## src/core/drc_params.svh

```systemverilog
// Purpose: timing counts and field positions shared by both ends of the dram access link
// Assumes: clock of 100 MHz; processor address = {row, column, bank}
// Notes: cycle counts derive from the printed times
`ifndef DRC_PARAMS_SVH
`define DRC_PARAMS_SVH

`define DRC_CLK_PERIOD_NS 10
`define DRC_CYC_UP(ns) ((((ns) + `DRC_CLK_PERIOD_NS - 1) / `DRC_CLK_PERIOD_NS) > 0 ? \
  (((ns) + `DRC_CLK_PERIOD_NS - 1) / `DRC_CLK_PERIOD_NS) : 1)

`define DRC_COL_SETUP_SEL0_NS 10
`define DRC_COL_SETUP_SEL1_NS 0
`define DRC_ROW_HOLD_SEL0_NS 25
`define DRC_ROW_HOLD_SEL1_NS 15
`define DRC_COL_SETUP_SEL0_CYC `DRC_CYC_UP(`DRC_COL_SETUP_SEL0_NS)
`define DRC_COL_SETUP_SEL1_CYC `DRC_CYC_UP(`DRC_COL_SETUP_SEL1_NS)
`define DRC_ROW_HOLD_SEL0_CYC `DRC_CYC_UP(`DRC_ROW_HOLD_SEL0_NS)
`define DRC_ROW_HOLD_SEL1_CYC `DRC_CYC_UP(`DRC_ROW_HOLD_SEL1_NS)

`define DRC_WRITE_CAS_DELAY_CYC 1
`define DRC_PRECHARGE_BASE_CYC 3'h2
`define DRC_REFRESH_RAS_CYC 4
`define DRC_MIN_RAS_LOW_CYC 6
`define DRC_MAX_RAS_LOW_CYC 1000

`define DRC_BANK_LSB 0
`define DRC_BANK_W 2
`define DRC_COL_LSB 2

`endif

```

## src/core/drc_pkg.sv

```systemverilog
// Purpose: state types for both ends of the dram access link
// Assumes: nothing beyond the params header
// Notes: one-hot codes written out
package drc_pkg;

  typedef enum logic [5:0] {
    DEV_IDLE  = 6'h01,
    DEV_WAIT  = 6'h02,
    DEV_ROW   = 6'h04,
    DEV_COLSU = 6'h08,
    DEV_CAS   = 6'h10,
    DEV_RFSH  = 6'h20
  } dev_state_e;

  typedef enum logic [5:0] {
    REQ_IDLE   = 6'h01,
    REQ_STROBE = 6'h02,
    REQ_OPEN   = 6'h04,
    REQ_BURST  = 6'h08,
    REQ_CASPRE = 6'h10,
    REQ_END    = 6'h20
  } req_state_e;

endpackage

```

## src/core/drc_if.sv

```systemverilog
// Purpose: processor-side link between requester and dram controller
// Assumes: both ends on clock_i
// Notes: all signals are plain one-way wires
`timescale 1ns/10ps
`default_nettype none
interface drc_if #(
  parameter int ADDR_W = 22,
  parameter int NUM_BANKS = 4
) ();
  logic access_request_n;
  logic chip_select_n;
  logic addr_latch;
  logic addr_strobe_n;
  logic [ADDR_W-1:0] addr;
  logic write_n;
  logic column_increment;
  logic [NUM_BANKS-1:0] cas_enable_n;
  logic wait_n;
  logic refresh_request_out;

  modport dev (
    input access_request_n, chip_select_n, addr_latch, addr_strobe_n, addr, write_n,
    input column_increment, cas_enable_n,
    output wait_n, refresh_request_out
  );
  modport host (
    output access_request_n, chip_select_n, addr_latch, addr_strobe_n, addr, write_n,
    output column_increment, cas_enable_n,
    input wait_n, refresh_request_out
  );
endinterface
`default_nettype wire

```

## src/core/dram_ctrl_unit.sv

```systemverilog
// Purpose: dram access and precharge control for up to four banks
// Assumes: bus addr width equals ROW_W+COL_W+2; mode bits static while busy
// Notes: refresh timing source is external (refresh_tick_i)
`timescale 1ns/10ps
`default_nettype none
`include "drc_params.svh"
module dram_ctrl_unit #(
  parameter int NUM_BANKS = 4,
  parameter int ROW_W = 10,
  parameter int COL_W = 10,
  parameter int DA_W = (ROW_W > COL_W) ? ROW_W : COL_W
) (
  input wire logic clock_i,                   // system clock
  input wire logic sys_rst_i,                 // sync reset, high
  drc_if.dev bus,                             // processor side
  input wire logic col_setup_select_i,        // column setup choice
  input wire logic row_hold_select_i,         // row hold choice
  input wire logic write_cas_delay_select_i,  // delay cas on writes
  input wire logic precharge_count_sel_lo_i,  // precharge field bit 0
  input wire logic precharge_count_sel_hi_i,  // precharge field bit 1
  input wire logic async_mode_select_i,       // 0 latch pulse, 1 strobe
  input wire logic refresh_tick_i,            // refresh interval elapsed
  output logic [NUM_BANKS-1:0] ras_n_o,       // row strobes
  output logic [NUM_BANKS-1:0] cas_n_o,       // column strobes
  output logic [DA_W-1:0] dram_addr_o,        // muxed dram address
  output logic dram_we_n_o                    // dram write enable
);
  drc_pkg::dev_state_e state_q;
  logic latch_prev_q;
  logic strobe_prev_q;
  logic [`DRC_BANK_W-1:0] bank_q;
  logic [ROW_W-1:0] row_q;
  logic [COL_W-1:0] col_q;
  logic [COL_W-1:0] col_d;
  logic write_q;
  logic [2:0] tcnt_q;
  logic delay_q;
  logic rfsh_pending_q;
  logic [ROW_W-1:0] rfsh_row_q;
  logic [DA_W-1:0] dram_addr_q;
  logic we_n_q;
  logic strobe_evt;
  logic open_evt;
  logic col_evt;
  logic [`DRC_BANK_W-1:0] new_bank;
  logic [NUM_BANKS-1:0] busy;
  logic [NUM_BANKS-1:0] release_vec;
  logic [2:0] pc_target;
  logic [2:0] row_hold_cyc;
  logic [2:0] col_setup_cyc;
  logic ras_active;
  logic rfsh_end;

  // bank index from the lowest address bits; upper bit ignored with two banks
  function automatic logic [`DRC_BANK_W-1:0] bank_of(input logic [ROW_W+COL_W+1:0] a);
    logic [`DRC_BANK_W-1:0] b;
    b = a[`DRC_BANK_LSB +: `DRC_BANK_W];
    return b & `DRC_BANK_W'(NUM_BANKS - 1);
  endfunction

  function automatic logic [DA_W-1:0] widen_row(input logic [ROW_W-1:0] r);
    return DA_W'(r);
  endfunction

  function automatic logic [DA_W-1:0] widen_col(input logic [COL_W-1:0] c);
    return DA_W'(c);
  endfunction

  assign pc_target = 3'({precharge_count_sel_hi_i, precharge_count_sel_lo_i}) +
    `DRC_PRECHARGE_BASE_CYC;
  assign row_hold_cyc = row_hold_select_i ? 3'(`DRC_ROW_HOLD_SEL1_CYC) :
    3'(`DRC_ROW_HOLD_SEL0_CYC);
  assign col_setup_cyc = col_setup_select_i ? 3'(`DRC_COL_SETUP_SEL1_CYC) :
    3'(`DRC_COL_SETUP_SEL0_CYC);

  // start protocol: latch pulse seen last edge, or falling strobe
  assign strobe_evt = async_mode_select_i ? (strobe_prev_q & ~bus.addr_strobe_n) :
    latch_prev_q;
  assign open_evt = strobe_evt & ~bus.chip_select_n & ~bus.access_request_n;
  assign col_evt = strobe_evt & bus.chip_select_n;
  assign new_bank = bank_of(bus.addr);
  assign ras_active = (state_q == drc_pkg::DEV_ROW) || (state_q == drc_pkg::DEV_COLSU) ||
    (state_q == drc_pkg::DEV_CAS);
  assign rfsh_end = (state_q == drc_pkg::DEV_RFSH) && (tcnt_q == 3'h1);

  always_ff @(posedge clock_i) begin
    if (sys_rst_i) begin
      latch_prev_q <= 1'b0;
      strobe_prev_q <= 1'b1;
    end else begin
      latch_prev_q <= bus.addr_latch;
      strobe_prev_q <= bus.addr_strobe_n;
    end
  end

  // precharge starts on the edge where the bank's ras goes high
  always_comb begin
    release_vec = '0;
    if (ras_active && bus.access_request_n) begin
      release_vec[bank_q] = 1'b1;
    end
    if (rfsh_end) begin
      release_vec = '1;
    end
  end

  genvar gi;
  generate
    for (gi = 0; gi < NUM_BANKS; gi++) begin : g_bank
      bank_precharge_counter u_pc (
        .clock_i(clock_i),
        .sys_rst_i(sys_rst_i),
        .start_i(release_vec[gi]),
        .target_i(pc_target),
        .busy_o(busy[gi])
      );
    end
  endgenerate

  always_ff @(posedge clock_i) begin
    if (sys_rst_i) begin
      state_q <= drc_pkg::DEV_IDLE;
      bank_q <= '0;
      row_q <= '0;
      write_q <= 1'b0;
      tcnt_q <= 3'h0;
      delay_q <= 1'b0;
    end else begin
      case (state_q)
        drc_pkg::DEV_IDLE: begin
          if (open_evt) begin
            bank_q <= new_bank;
            row_q <= bus.addr[`DRC_COL_LSB+COL_W +: ROW_W];
            write_q <= ~bus.write_n;
            tcnt_q <= row_hold_cyc;
            // interleave: only the addressed bank must be precharged
            state_q <= busy[new_bank] ? drc_pkg::DEV_WAIT : drc_pkg::DEV_ROW;
          end else if (rfsh_pending_q && bus.access_request_n && !(|busy)) begin
            tcnt_q <= 3'(`DRC_REFRESH_RAS_CYC);
            state_q <= drc_pkg::DEV_RFSH;
          end
        end
        drc_pkg::DEV_WAIT: begin
          if (bus.access_request_n) begin
            state_q <= drc_pkg::DEV_IDLE;
          end else if (!busy[bank_q]) begin
            state_q <= drc_pkg::DEV_ROW;
          end
        end
        drc_pkg::DEV_ROW: begin
          if (bus.access_request_n) begin
            state_q <= drc_pkg::DEV_IDLE;
          end else if (tcnt_q <= 3'h1) begin
            tcnt_q <= col_setup_cyc;
            state_q <= drc_pkg::DEV_COLSU;
          end else begin
            tcnt_q <= tcnt_q - 3'h1;
          end
        end
        drc_pkg::DEV_COLSU: begin
          if (bus.access_request_n) begin
            state_q <= drc_pkg::DEV_IDLE;
          end else if (tcnt_q <= 3'h1) begin
            delay_q <= write_q & write_cas_delay_select_i;
            tcnt_q <= 3'(`DRC_WRITE_CAS_DELAY_CYC);
            state_q <= drc_pkg::DEV_CAS;
          end else begin
            tcnt_q <= tcnt_q - 3'h1;
          end
        end
        drc_pkg::DEV_CAS: begin
          if (delay_q && tcnt_q <= 3'h1) begin
            delay_q <= 1'b0;
          end else if (delay_q) begin
            tcnt_q <= tcnt_q - 3'h1;
          end
          // row stays open while the request is held
          if (bus.access_request_n) begin
            state_q <= drc_pkg::DEV_IDLE;
          end
        end
        drc_pkg::DEV_RFSH: begin
          if (tcnt_q <= 3'h1) begin
            state_q <= drc_pkg::DEV_IDLE;
          end else begin
            tcnt_q <= tcnt_q - 3'h1;
          end
        end
        default: begin
          state_q <= drc_pkg::DEV_IDLE;
        end
      endcase
    end
  end

  // column pointer: strobed column or internal increment, no new ras
  always_comb begin
    col_d = col_q;
    if ((state_q == drc_pkg::DEV_IDLE && open_evt) || (ras_active && col_evt)) begin
      col_d = bus.addr[`DRC_COL_LSB +: COL_W];
    end else if (state_q == drc_pkg::DEV_CAS && bus.column_increment) begin
      col_d = col_q + COL_W'(1);
    end
  end

  // the address pins take the next column so it stands when cas falls again
  always_ff @(posedge clock_i) begin
    if (sys_rst_i) begin
      col_q <= '0;
    end else begin
      col_q <= col_d;
    end
  end

  always_ff @(posedge clock_i) begin
    if (sys_rst_i) begin
      dram_addr_q <= '0;
      we_n_q <= 1'b1;
    end else begin
      if (state_q == drc_pkg::DEV_IDLE && open_evt) begin
        dram_addr_q <= widen_row(bus.addr[`DRC_COL_LSB+COL_W +: ROW_W]);
      end else if (state_q == drc_pkg::DEV_IDLE) begin
        dram_addr_q <= widen_row(rfsh_row_q);
      end else if (state_q == drc_pkg::DEV_ROW && tcnt_q <= 3'h1) begin
        dram_addr_q <= widen_col(col_d);
      end else if (state_q == drc_pkg::DEV_CAS) begin
        dram_addr_q <= widen_col(col_d);
      end
      we_n_q <= ~(ras_active & write_q & ~bus.access_request_n);
    end
  end

  // a tick in the clearing cycle keeps the request pending
  always_ff @(posedge clock_i) begin
    if (sys_rst_i) begin
      rfsh_pending_q <= 1'b0;
      rfsh_row_q <= '0;
    end else begin
      if (refresh_tick_i) begin
        rfsh_pending_q <= 1'b1;
      end else if (rfsh_end) begin
        rfsh_pending_q <= 1'b0;
      end
      if (rfsh_end) begin
        rfsh_row_q <= rfsh_row_q + ROW_W'(1);
      end
    end
  end

  // cas gated straight by its enable; no tcp check between columns
  always_comb begin
    for (int i = 0; i < NUM_BANKS; i++) begin
      ras_n_o[i] = ~((ras_active && bank_q == `DRC_BANK_W'(i)) || state_q == drc_pkg::DEV_RFSH);
      cas_n_o[i] = ~(state_q == drc_pkg::DEV_CAS && !delay_q && bank_q == `DRC_BANK_W'(i)) |
        bus.cas_enable_n[i];
    end
  end

  assign bus.wait_n = ~((state_q == drc_pkg::DEV_WAIT) || (state_q == drc_pkg::DEV_ROW) ||
    (state_q == drc_pkg::DEV_COLSU) || (state_q == drc_pkg::DEV_RFSH));
  assign bus.refresh_request_out = rfsh_pending_q;
  assign dram_addr_o = dram_addr_q;
  assign dram_we_n_o = we_n_q;
endmodule
`default_nettype wire

```

## src/core/bank_precharge_counter.sv

```systemverilog
// Purpose: ras precharge timer of one bank
// Assumes: start_i pulses on the edge at which the bank's ras rises
// Notes: busy_o stays high until the programmed count has elapsed
`timescale 1ns/10ps
`default_nettype none
module bank_precharge_counter (
  input wire logic clock_i,         // system clock
  input wire logic sys_rst_i,       // sync reset, high
  input wire logic start_i,         // ras of this bank released
  input wire logic [2:0] target_i,  // programmed precharge cycles
  output logic busy_o               // bank still precharging
);
  logic [2:0] cnt_q;
  logic busy_q;

  // release edge itself counts as 1T
  always_ff @(posedge clock_i) begin
    if (sys_rst_i) begin
      cnt_q <= 3'h0;
      busy_q <= 1'b0;
    end else if (start_i) begin
      cnt_q <= 3'h1;
      busy_q <= 1'b1;
    end else if (busy_q) begin
      if (cnt_q >= target_i) begin
        busy_q <= 1'b0;
      end else begin
        cnt_q <= cnt_q + 3'h1;
      end
    end
  end

  assign busy_o = busy_q;
endmodule
`default_nettype wire

```

## src/flat_wrapper.sv

```systemverilog
// flat-port wrapper written by rule: the top's interface ports become plain ports
module dram_ctrl_unit_flat 
#(
  parameter int NUM_BANKS = 4,
  parameter int ROW_W = 10,
  parameter int COL_W = 10,
  parameter int DA_W = (ROW_W > COL_W) ? ROW_W : COL_W
)
  (clock_i, sys_rst_i, col_setup_select_i, row_hold_select_i, write_cas_delay_select_i, precharge_count_sel_lo_i, precharge_count_sel_hi_i, async_mode_select_i, refresh_tick_i, ras_n_o, cas_n_o, dram_addr_o, dram_we_n_o, bus_access_request_n, bus_chip_select_n, bus_addr_latch, bus_addr_strobe_n, bus_addr, bus_write_n, bus_column_increment, bus_cas_enable_n, bus_wait_n, bus_refresh_request_out);
  drc_if #(.NUM_BANKS(NUM_BANKS)) bus_i ();
  input wire logic clock_i;
  input wire logic sys_rst_i;
  input wire logic col_setup_select_i;
  input wire logic row_hold_select_i;
  input wire logic write_cas_delay_select_i;
  input wire logic precharge_count_sel_lo_i;
  input wire logic precharge_count_sel_hi_i;
  input wire logic async_mode_select_i;
  input wire logic refresh_tick_i;
  output logic [NUM_BANKS-1:0] ras_n_o;
  output logic [NUM_BANKS-1:0] cas_n_o;
  output logic [DA_W-1:0] dram_addr_o;
  output logic dram_we_n_o;
  input wire logic [$bits(bus_i.access_request_n)-1:0] bus_access_request_n;
  input wire logic [$bits(bus_i.chip_select_n)-1:0] bus_chip_select_n;
  input wire logic [$bits(bus_i.addr_latch)-1:0] bus_addr_latch;
  input wire logic [$bits(bus_i.addr_strobe_n)-1:0] bus_addr_strobe_n;
  input wire logic [$bits(bus_i.addr)-1:0] bus_addr;
  input wire logic [$bits(bus_i.write_n)-1:0] bus_write_n;
  input wire logic [$bits(bus_i.column_increment)-1:0] bus_column_increment;
  input wire logic [$bits(bus_i.cas_enable_n)-1:0] bus_cas_enable_n;
  output wire logic [$bits(bus_i.wait_n)-1:0] bus_wait_n;
  output wire logic [$bits(bus_i.refresh_request_out)-1:0] bus_refresh_request_out;
  assign bus_i.access_request_n = bus_access_request_n;
  assign bus_i.chip_select_n = bus_chip_select_n;
  assign bus_i.addr_latch = bus_addr_latch;
  assign bus_i.addr_strobe_n = bus_addr_strobe_n;
  assign bus_i.addr = bus_addr;
  assign bus_i.write_n = bus_write_n;
  assign bus_i.column_increment = bus_column_increment;
  assign bus_i.cas_enable_n = bus_cas_enable_n;
  assign bus_wait_n = bus_i.wait_n;
  assign bus_refresh_request_out = bus_i.refresh_request_out;
  dram_ctrl_unit #(.NUM_BANKS(NUM_BANKS), .ROW_W(ROW_W), .COL_W(COL_W), .DA_W(DA_W)) u_core (.clock_i(clock_i), .sys_rst_i(sys_rst_i), .bus(bus_i), .col_setup_select_i(col_setup_select_i), .row_hold_select_i(row_hold_select_i), .write_cas_delay_select_i(write_cas_delay_select_i), .precharge_count_sel_lo_i(precharge_count_sel_lo_i), .precharge_count_sel_hi_i(precharge_count_sel_hi_i), .async_mode_select_i(async_mode_select_i), .refresh_tick_i(refresh_tick_i), .ras_n_o(ras_n_o), .cas_n_o(cas_n_o), .dram_addr_o(dram_addr_o), .dram_we_n_o(dram_we_n_o));
endmodule
```

## config.mk

```make
export PLATFORM = sky130hd
export DESIGN_NAME = dram_ctrl_unit_flat
export DESIGN_NICKNAME = d
export VERILOG_FILES = /design/src/core/drc_pkg.sv /design/src/core/drc_if.sv /design/src/core/dram_ctrl_unit.sv /design/src/core/bank_precharge_counter.sv /design/src/flat_wrapper.sv
export VERILOG_INCLUDE_DIRS = /design/src /design/src/core
export SDC_FILE = /design/constraint.sdc
export NUM_CORES = 1
export LEC_CHECK = 0
export ABC_AREA = 1
export BUFFER_PORTS_ARGS = -buffer_cell sky130_fd_sc_hd__buf_2
export CORE_ASPECT_RATIO = 1.2
export CORE_MARGIN = 1
export CORE_UTILIZATION = 40
export DETAILED_ROUTE_END_ITERATION = 7
export HOLD_SLACK_MARGIN = 0.05
export MAX_ROUTING_LAYER = met4
export PLACE_DENSITY = 0.69
export SYNTH_ARGS = -nofsm -noshare
export SYNTH_HDL_FRONTEND = slang
export SYNTH_HIERARCHICAL = 1
export SYNTH_SLANG_ARGS = --single-unit
export TNS_END_PERCENT = 100
```

## constraint.sdc

```tcl
create_clock -name clock_i -period 5 [get_ports clock_i]
set_clock_uncertainty 0.2 [all_clocks]
set_input_delay 0.25 -clock clock_i [delete_from_list [all_inputs] [get_ports clock_i]]
set_output_delay 0.25 -clock clock_i [all_outputs]
set_load 0.03 [all_outputs]
```

==> metrics.md, run 1 <==
| Metric | Value |
|---|---|
| Non-filler instance count after layout | `852` |
| R2R Path End | `u_core/g_bank[0].u_pc/cnt_q[0]` |
| Least-Margin Pin Slew | `around 0.83 ns` |
| Minimum clock period | `2.27 ns` |
| Worst-Skew Late Latency | `0.32 ns` |
| Fin. max-slew vios | `0` |
| Area grow syn2layout | `20.1%` |
| CTS H-tree lvls | `3` |
| Combinational Power Share | `between 30% and 40%` |
| Core ar. | `between 10000 and 15000 sq um` |
| Register area share after synthesis | `~30%` |
| Ports | `just over 60` |
| Hold WS | `0.0583 ns` |
| Final setup margin | `between 2 and 3 ns` |
| Setup bufs post-CTS | `0` |
| Initial DRC Count | `about 240` |
| Final hold vios | `0` |
| Post-synth cell types | `33` |
| Layout cell share with drive strength beyond 1 | `between 10% and 20%` |
| Synth top area cells | `dfxtp_1 (30%), nand2_1 (15%), inv_1 (7.9%)` |
| WL final | `approximately 11000 um` |
| Syn nets | `709` |
| Clk buf depth | `2` |
| Met3 Wirelength | `approximately 470 um` |
| CTS root buffer | `clkbuf_16` |
| Worst setup EP type | `output port` |
| CP Launch Point | `u_core/state_q[1]` |
| Relative slew slack | `44.4%` |
| CP max FO | `4` |
| Flop-to-flop setup slack | `approximately 2.8 ns` |
| DR vias/cell | `~5` |
| WS Path Type | `reg2out` |
| HP Class | `in2reg` |
| DP HPWL | `just over 8000 um` |
| Share of the synthesized area in the top cell type | `approximately 30%` |
| Via count | `~4300` |
| Worst reg2reg path startpoint | `u_core/tcnt_q[1]` |
| Routability cong. | `~0.85` |
| Starting Density | `roughly two fifths` |
| Synth Register Bits | `63` |
| Vias in the first global route | `between 4000 and 5000` |
| Yosys warns | `6` |
| Wire length on met1 | `4620 um` |
| Placed cell area | `approximately 4600 sq um` |
| EDFF count, synth | `0` |
| CTS sink count | `between 60 and 70` |
| Fmax | `~440 MHz` |
| Metal2 WL | `5440 um` |
| Post-Syn Instances | `roughly 650` |
| CP endpoint | `ras_n_o[2]` |
| Die H | `~110 um` |
| Worst Setup Start Kind | `flop` |
| Internal | `around 1300 uW` |
| Max layer used | `met4` |
| Pre-CTS setup slack | `approximately 2.8 ns` |
| Maxcap violations | `0` |
| Final instance area | `~5100 sq um` |
| Placed Cells | `a little over 800` |
| First-pass GRT wire length | `between 15000 and 20000 um` |
| Reg clk slew, reported paths | `0.06 ns` |
| Row count | `40` |
| Setup_tns | `0 ns` |
| Die width | `95.7 um` |
| GR Util All Layers | `21.3%` |
| Critical Path RT | `around 4.6 ns` |
| Net Sw Frac | `approximately two fifths` |
| Synth cell count leaders | `nand2_1 (169), inv_1 (89), nor2_1 (68)` |
| Register share of total power | `29.9%` |
| Die Area | `approximately 11000 sq um` |
| CP arrival | `between 1.5 and 2 ns` |
| Yosys top cell by area | `dfxtp_1` |
| Sw power | `between 800 and 900 uW` |
| Cell Pwr Density | `roughly 410 nW/um^2` |
| TritonCTS buffer count | `9` |
| Antenna fix cells | `0` |
| Antenna viol nets, final | `0` |
| Share of total power in the clock network | `33.0%` |
| Largest net degree at the start of global routing | `34` |
| # setup viols final | `0` |
| RSZ-0062 raised after global routing | `false` |
| Synthesized area | `about 4200 sq um` |
| Worst-case reg-to-reg path depth | `12` |
| Gr ovfl total | `0` |
| CTS tree | `built` |
| Mean area per synthesized cell | `around 6.5 sq um` |
| Post-synth ARST share | `0%` |
| Port Buffers | `60` |
| Nets | `782` |
| Initial antenna violation count | `0` |
| Final period util | `45.3%` |
| First drt pass iteration count | `5` |
| Status | `finished clean` |
| Most common cell in the synthesized netlist | `nand2_1` |
| Detailed-route DRC error count | `0` |
| CTS-repair resized insts | `0` |
| Top_reg_cell synth | `dfxtp_1` |
| Pleak | `0.00239 uW` |
| Avg WL per Cell | `about 13 um` |
| Worst IR drop on VDD | `~240 uV` |
-- cell type report --
cell class / instances / area (sq um)
Clock inverter: 6 / 92.6
Timing Repair Buffer: 73 / 430
Tap cell: 126 / 158
Inverter: 100 / 375
Sequential cell: 63 / 1260
Clock buffer: 10 / 239
Fill cell: 1026 / 5040
Multi-Input combinational cell: 474 / 2510
-- what timing repair did --
action	CTS	global route
setup endpoints to repair	0	0
hold endpoints to repair	13	0
hold buffers	13	0
-- worst max-delay path, cell delays in order (launching register included) --
cell,delay [ns]
dfxtp_1,0.36
nor2_4,0.22
nand2_1,0.11
inv_1,0.11
o21ai_0,0.18
nand2_1,0.21
o21ai_0,0.11
buf_2,0.19
-- sequential cells by signal, summed over array words and instances, names as in the netlist, 2 cells and up --
| register | count |
|---|---|
| u_core/dram_addr_o | 10 |
| u_core/g_bank.u_pc/cnt_q | 12 |
| u_core/rfsh_row_q | 10 |
| u_core/col_q | 10 |
| u_core/g_bank.u_pc/busy_o | 4 |
| u_core/bank_q | 2 |
| u_core/state_q | 6 |
| u_core/tcnt_q | 3 |
-- worst min-delay path by stage --
stage	start	endpoint	slack, ns	cells after the start
floorplan	sys_rst_i	u_core/g_bank[0].u_pc/busy_o	0.12	1
global route	bus_addr[2]	u_core/col_q[0]	0.08	5
global placement	bus_addr_strobe_n	u_core/strobe_prev_q	0.24	3
finish	bus_addr[2]	u_core/col_q[0]	0.06	5
detailed placement	bus_write_n	u_core/write_q	0.24	2
CTS	bus_addr[10]	u_core/col_q[8]	0.06	5
-- cell families (layout without fill, tap and decap cells) --
kind of cell	Yosys count	count (layout)	synth area share, %
and+or+nand+nor	342	342	38.9
adders and majority gates	20	20	5.93
DFF	63	63	29.9
xor gates and xnor gates	11	11	2.28
buffers and inverters	111	189	10.6
AOI/OAI and AO/OA	101	101	12.4
-- power groups by stage --
stage / clock network (uW) / registers [uW] / logic, uW
2_1_floorplan: 0 / 665 / 568
3_3_place_gp: 0 / 629 / 736
3_5_place_dp: 0 / 631 / 754
4_1_cts: 702 / 621 / 768
5_1_grt: 723 / 629 / 867
6_report: 688 / 622 / 772
-- metal layers --
metal  vias up  track usage, %
met5         -               -
met1      1974            23.5
met2        96            37.9
li1       2212               -
met4         0            6.67
met3        13            4.25
-- through the flow --
step                      power, uW  util [%]
after floorplan                1230         -
after global placement         1370      45.5
after detailed placement       1390      45.5
after CTS                      2090      50.1
after global routing           2220      50.1
final                          2080      50.1
-- cells in the final DEF, fill, tap and decap left out, types with 7 or more instances in the layout --
master | synthesis | routed
clkbuf_16 | 0 | 9
a21oi_1 | 52 | 52
nor2_4 | 13 | 13
o21ai_0 | 32 | 32
nand4_1 | 7 | 7
ha_1 | 20 | 20
buf_2 | 3 | 60
nand2_1 | 169 | 169
xor2_1 | 10 | 10
nand3_2 | 9 | 9
dlygate4sd3_1 | 0 | 13
o21ai_1 | 10 | 10
nor2_1 | 68 | 68
nand2_2 | 14 | 14
nand3_1 | 45 | 45
inv_1 | 89 | 89
clkinv_1 | 8 | 8
dfxtp_1 | 63 | 63
Note: power is estimated with default switching activity, not from simulation.
==> run 2: changes to the inputs <==
--- a/config.mk
+++ b/config.mk
@@ -6,7 +6,7 @@
 export SDC_FILE = /design/constraint.sdc
 export NUM_CORES = 1
 export LEC_CHECK = 0
-export ABC_AREA = 1
+export ABC_AREA = 0
 export BUFFER_PORTS_ARGS = -buffer_cell sky130_fd_sc_hd__buf_2
 export CORE_ASPECT_RATIO = 1.2
 export CORE_MARGIN = 1
@@ -14,7 +14,7 @@
 export DETAILED_ROUTE_END_ITERATION = 7
 export HOLD_SLACK_MARGIN = 0.05
 export MAX_ROUTING_LAYER = met4
-export PLACE_DENSITY = 0.69
+export PLACE_DENSITY = 0.7
 export SYNTH_ARGS = -nofsm -noshare
 export SYNTH_HDL_FRONTEND = slang
 export SYNTH_HIERARCHICAL = 1
==> constraint.sdc (replaced) <==
create_clock -name clock_i -period 2.1 [get_ports clock_i]
set_clock_uncertainty 0.2 [all_clocks]
set_input_delay 0.105 -clock clock_i [delete_from_list [all_inputs] [get_ports clock_i]]
set_output_delay 0.105 -clock clock_i [all_outputs]
set_load 0.03 [all_outputs]
==> run 2 against run 1 <==
Effect of this change: the run now ends with negative setup slack left; critical path type is now reg2reg; cell count fell by 16%; largest power group unchanged; highest routed layer unchanged; power rose by 130%; critical endpoint is now u_core/tcnt_q[0]; worst hold slack got worse by 0.019 ns; global-route usage rose by 1.5 points; synthesized area fell by 12%.
==> metrics.md, run 2 <==
| Metric | Value |
|---|---|
| Maxcap violations | `0 (unchanged)` |
| Die width | `90.1 um (-5.9%)` |
| First drt pass iteration count | `5 (unchanged)` |
| Routability cong. | `0.867 (+2.2%)` |
| Die Area | `9710 sq um (-11%)` |
| # setup viols final | `5 (+5)` |
| RSZ-0062 raised after global routing | `true` |
| Most frequent cells in the layout | `buf_4 (66), dfxtp_1 (53), buf_2 (51)` |
| Fmax | `between 400 and 500 MHz` |
| Largest family of logic cells by synthesized area | `simple AND/OR/NAND/NOR gates` |
| Via count | `3883 (-9.6%)` |
| Ports | `62 (unchanged)` |
| WL final | `11000 um (+2.7%)` |
| Largest net degree at the start of global routing | `28 (-18%)` |
| Area grow syn2layout | `44.9%` |
| TritonCTS buffer count | `9 (unchanged)` |
| Synthesized area | `3730 sq um (-12%)` |
| Detailed-route DRC error count | `0 (unchanged)` |
| Core ar. | `9030 sq um (-11%)` |
| Compound-Gate Fraction of Synth Area | `17.2% (+4.8 points)` |
| First-pass GRT wire length | `17100 um (-3.6%)` |
| Yosys warns | `6 (unchanged)` |
| CP max stage cell | `or4_4` |
| CTS sink count | `63 (unchanged)` |
| Mux cell area share after synthesis | `5.77% (+5.8 points)` |
| Post-synth ARST share | `0% (unchanged)` |
| Vias in the first global route | `3825 (-5.5%)` |
| Crit path cell chain | `xor2_2 > buf_4 > and2_4 > a22o_1 > or4_4 > mux2i_1 > nor2_1` |
| Status | `complete, but fails checks` |
| Worst setup EP type | `flop` |
| Initial DRC Count | `199 (-15%)` |
| CTS tree | `built` |
| Avg WL per Cell | `15.2 um (+22%)` |
| Syn nets | `506 (-29%)` |
| Final period util | `104%` |
| Mean area per synthesized cell | `8.38 sq um (+29%)` |
| Critical Path RT | `2.13 ns (-2.42 ns)` |
| Nets | `655 (-16%)` |
| Relative slew slack | `69.5% (+25 points)` |
| Post-Syn Instances | `445 (-31%)` |
| Most common cell after layout, fill and taps aside | `buf_4` |
| WS Path Type | `reg2reg` |
| Yosys top cell by area | `dfxtp_1` |
| Fin. max-slew vios | `0 (unchanged)` |
| Failing checks | `negative setup slack` |
| Port Buffers | `60 (unchanged)` |
| Synth top area cells | `dfxtp_1 (34%), ha_1 (6.7%), mux2i_1 (4.6%)` |
| Antenna fix cells | `0 (unchanged)` |
| Largest Register | `u_core/g_bank.u_pc/cnt_q` |
| Share of the synthesized area in the top cell type | `33.8% (+3.9 points)` |
| Die H | `108 um (-5.9%)` |
| Least-Margin Pin Slew | `0.456 ns (-0.378 ns)` |
| Worst IR drop on VDD | `446 uV (+85%)` |
| Max reg flops | `12 (unchanged)` |
| Worst Setup Start Kind | `flop` |
| Power, Total | `4750 uW (+130%)` |
| DR vias/cell | `5.40 (+7.1%)` |
| Synth Area in Simple Gates | `24.8% (-14 points)` |
| Synth cell count leaders | `dfxtp_1 (63), nor2_1 (43), nand2_1 (36)` |
| CTS H-tree lvls | `3 (unchanged)` |
| CP arrival | `2.22 ns (+0.40 ns)` |
| Gr ovfl total | `0 (unchanged)` |
| Starting Density | `41.3% (-0.46 points)` |
| Cell Pwr Density | `879 nW/um^2 (+110%)` |
| Non-filler instance count after layout | `719 (-16%)` |
| Layout cell share with drive strength beyond 1 | `35.9% (+18 points)` |
| Placed Cells | `657 (-20%)` |
| Worst-Skew Late Latency | `0.37 ns (+0.05 ns)` |
| HP Class | `in2reg` |
| Area share of xor/xnor cells in the synthesized design | `6.11% (+3.8 points)` |
| Final setup margin | `-0.0893 ns (-2.82 ns)` |
| Initial antenna violation count | `0 (unchanged)` |
| Reg clk slew, reported paths | `0.07 ns (about the same)` |
| Setup_tns | `-0.210 ns (-0.210 ns)` |
| Top_reg_cell synth | `dfxtp_1` |
| Synth Area in Adders | `6.71% (+0.78 points)` |
| Pleak | `0.00234 uW (-1.9%)` |
| GR Util All Layers | `22.8% (+1.5 points)` |
| Clk buf depth | `2 (unchanged)` |
| Row count | `38 (-5.0%)` |
| EDFF count, synth | `0 (unchanged)` |
| Minimum clock period | `about 2.2 ns` |
| CP max FO | `5 (+1)` |
| Register area share after synthesis | `33.8% (+3.9 points)` |
| Synth Register Bits | `63 (unchanged)` |
| Final hold vios | `0 (unchanged)` |
| Antenna viol nets, final | `0 (unchanged)` |
| Post-synth cell types | `56 (+70%)` |
| Slowest Stage Delay on Critical Path | `0.58 ns (+0.22 ns)` |
| Most common cell in the synthesized netlist | `dfxtp_1` |
| DP HPWL | `7430 um (-8.5%)` |
| CTS root buffer | `clkbuf_8` |
[run 2: cell types whose count changed after synthesis, sizes merged, moves of 23 or more]
cell / previous run / this run
nand3: 56 / 16
nand2: 184 / 40
a21oi: 55 / 32
nor2: 86 / 43
o21ai: 42 / 18
inv: 92 / 28
[run 2: through the flow]
| step | utilization, % | cell area (sq um) | setup WS, ns | hold slack (ns) |
|---|---|---|---|---|
| floorplan | - | 3750 | -0.00444 | -0.0259 |
| global placement | 50.1 | 4520 | -0.0834 | 0.103 |
| detailed placement | 50.1 | 4520 | -0.108 | 0.104 |
| CTS | 56.9 | 5140 | -0.0382 | -0.000243 |
| global route | 59.8 | 5400 | -0.186 | 0.0547 |
| finish | 59.8 | 5400 | -0.0893 | 0.0397 |
[run 2: power breakdown]
group	internal, uW	leakage (uW)	switching [uW]
registers	1320	0.000516	144
logic	1090	0.00172	1090
clock network	559	0.000100	542
total	2970	0.00234	1780
[run 2: logic make-up after synthesis]
group,Yosys count
simple gates,175
compound gates,91
flops,63
buf+inv,51
xor+xnor,26
fa+ha+maj,20
mux,19
[run 2: what timing repair did]
action	in CTS	in global routing
cloned	0	0
hold buffers	28	4
buffers inserted	7	8
hold endpoints to repair	33	4
endpoints found under the setup margin	24	41
resized for setup	25	57
pin swaps	6	19
[run 2: final cells by class]
cell class / count / area [sq um]
clock buffers: 9 / 124
clock inverters: 7 / 81.3
fillers: 766 / 3630
inverters: 28 / 105
multi-input cells: 331 / 2440
flip-flops and latches: 63 / 1290
well taps: 120 / 150
repair buffers: 161 / 1210
[run 2: worst paths after layout]
kind,from,end,slack (ns),cells after the start
min,bus_column_increment,u_core/col_q[1],0.04,5
max,u_core/state_q[2],u_core/tcnt_q[0],-0.09,7
min reg2reg,u_core/write_q,u_core/dram_we_n_o,0.23,1
max reg2reg,u_core/state_q[2],u_core/tcnt_q[0],-0.09,7
[run 2: metal layers]
metal / up-vias / global-route usage [%] / share of wire [%]
li1: 1878 / - / -
met1: 1864 / 23.5 / 40
met2: 111 / 40.7 / 53
met3: 30 / 5.37 / 3.9
met4: 0 / 11.3 / 2.9
met5: - / - / 0
[run 2: critical path: cells and delay by family, from the launching register on]
kind | cells | cell delay (ns)
compound gates | 1 | 0.21
xor+xnor | 1 | 0.18
buf+inv | 1 | 0.14
flops | 1 | 0.37
mux | 1 | 0.19
simple gates | 3 | 0.77
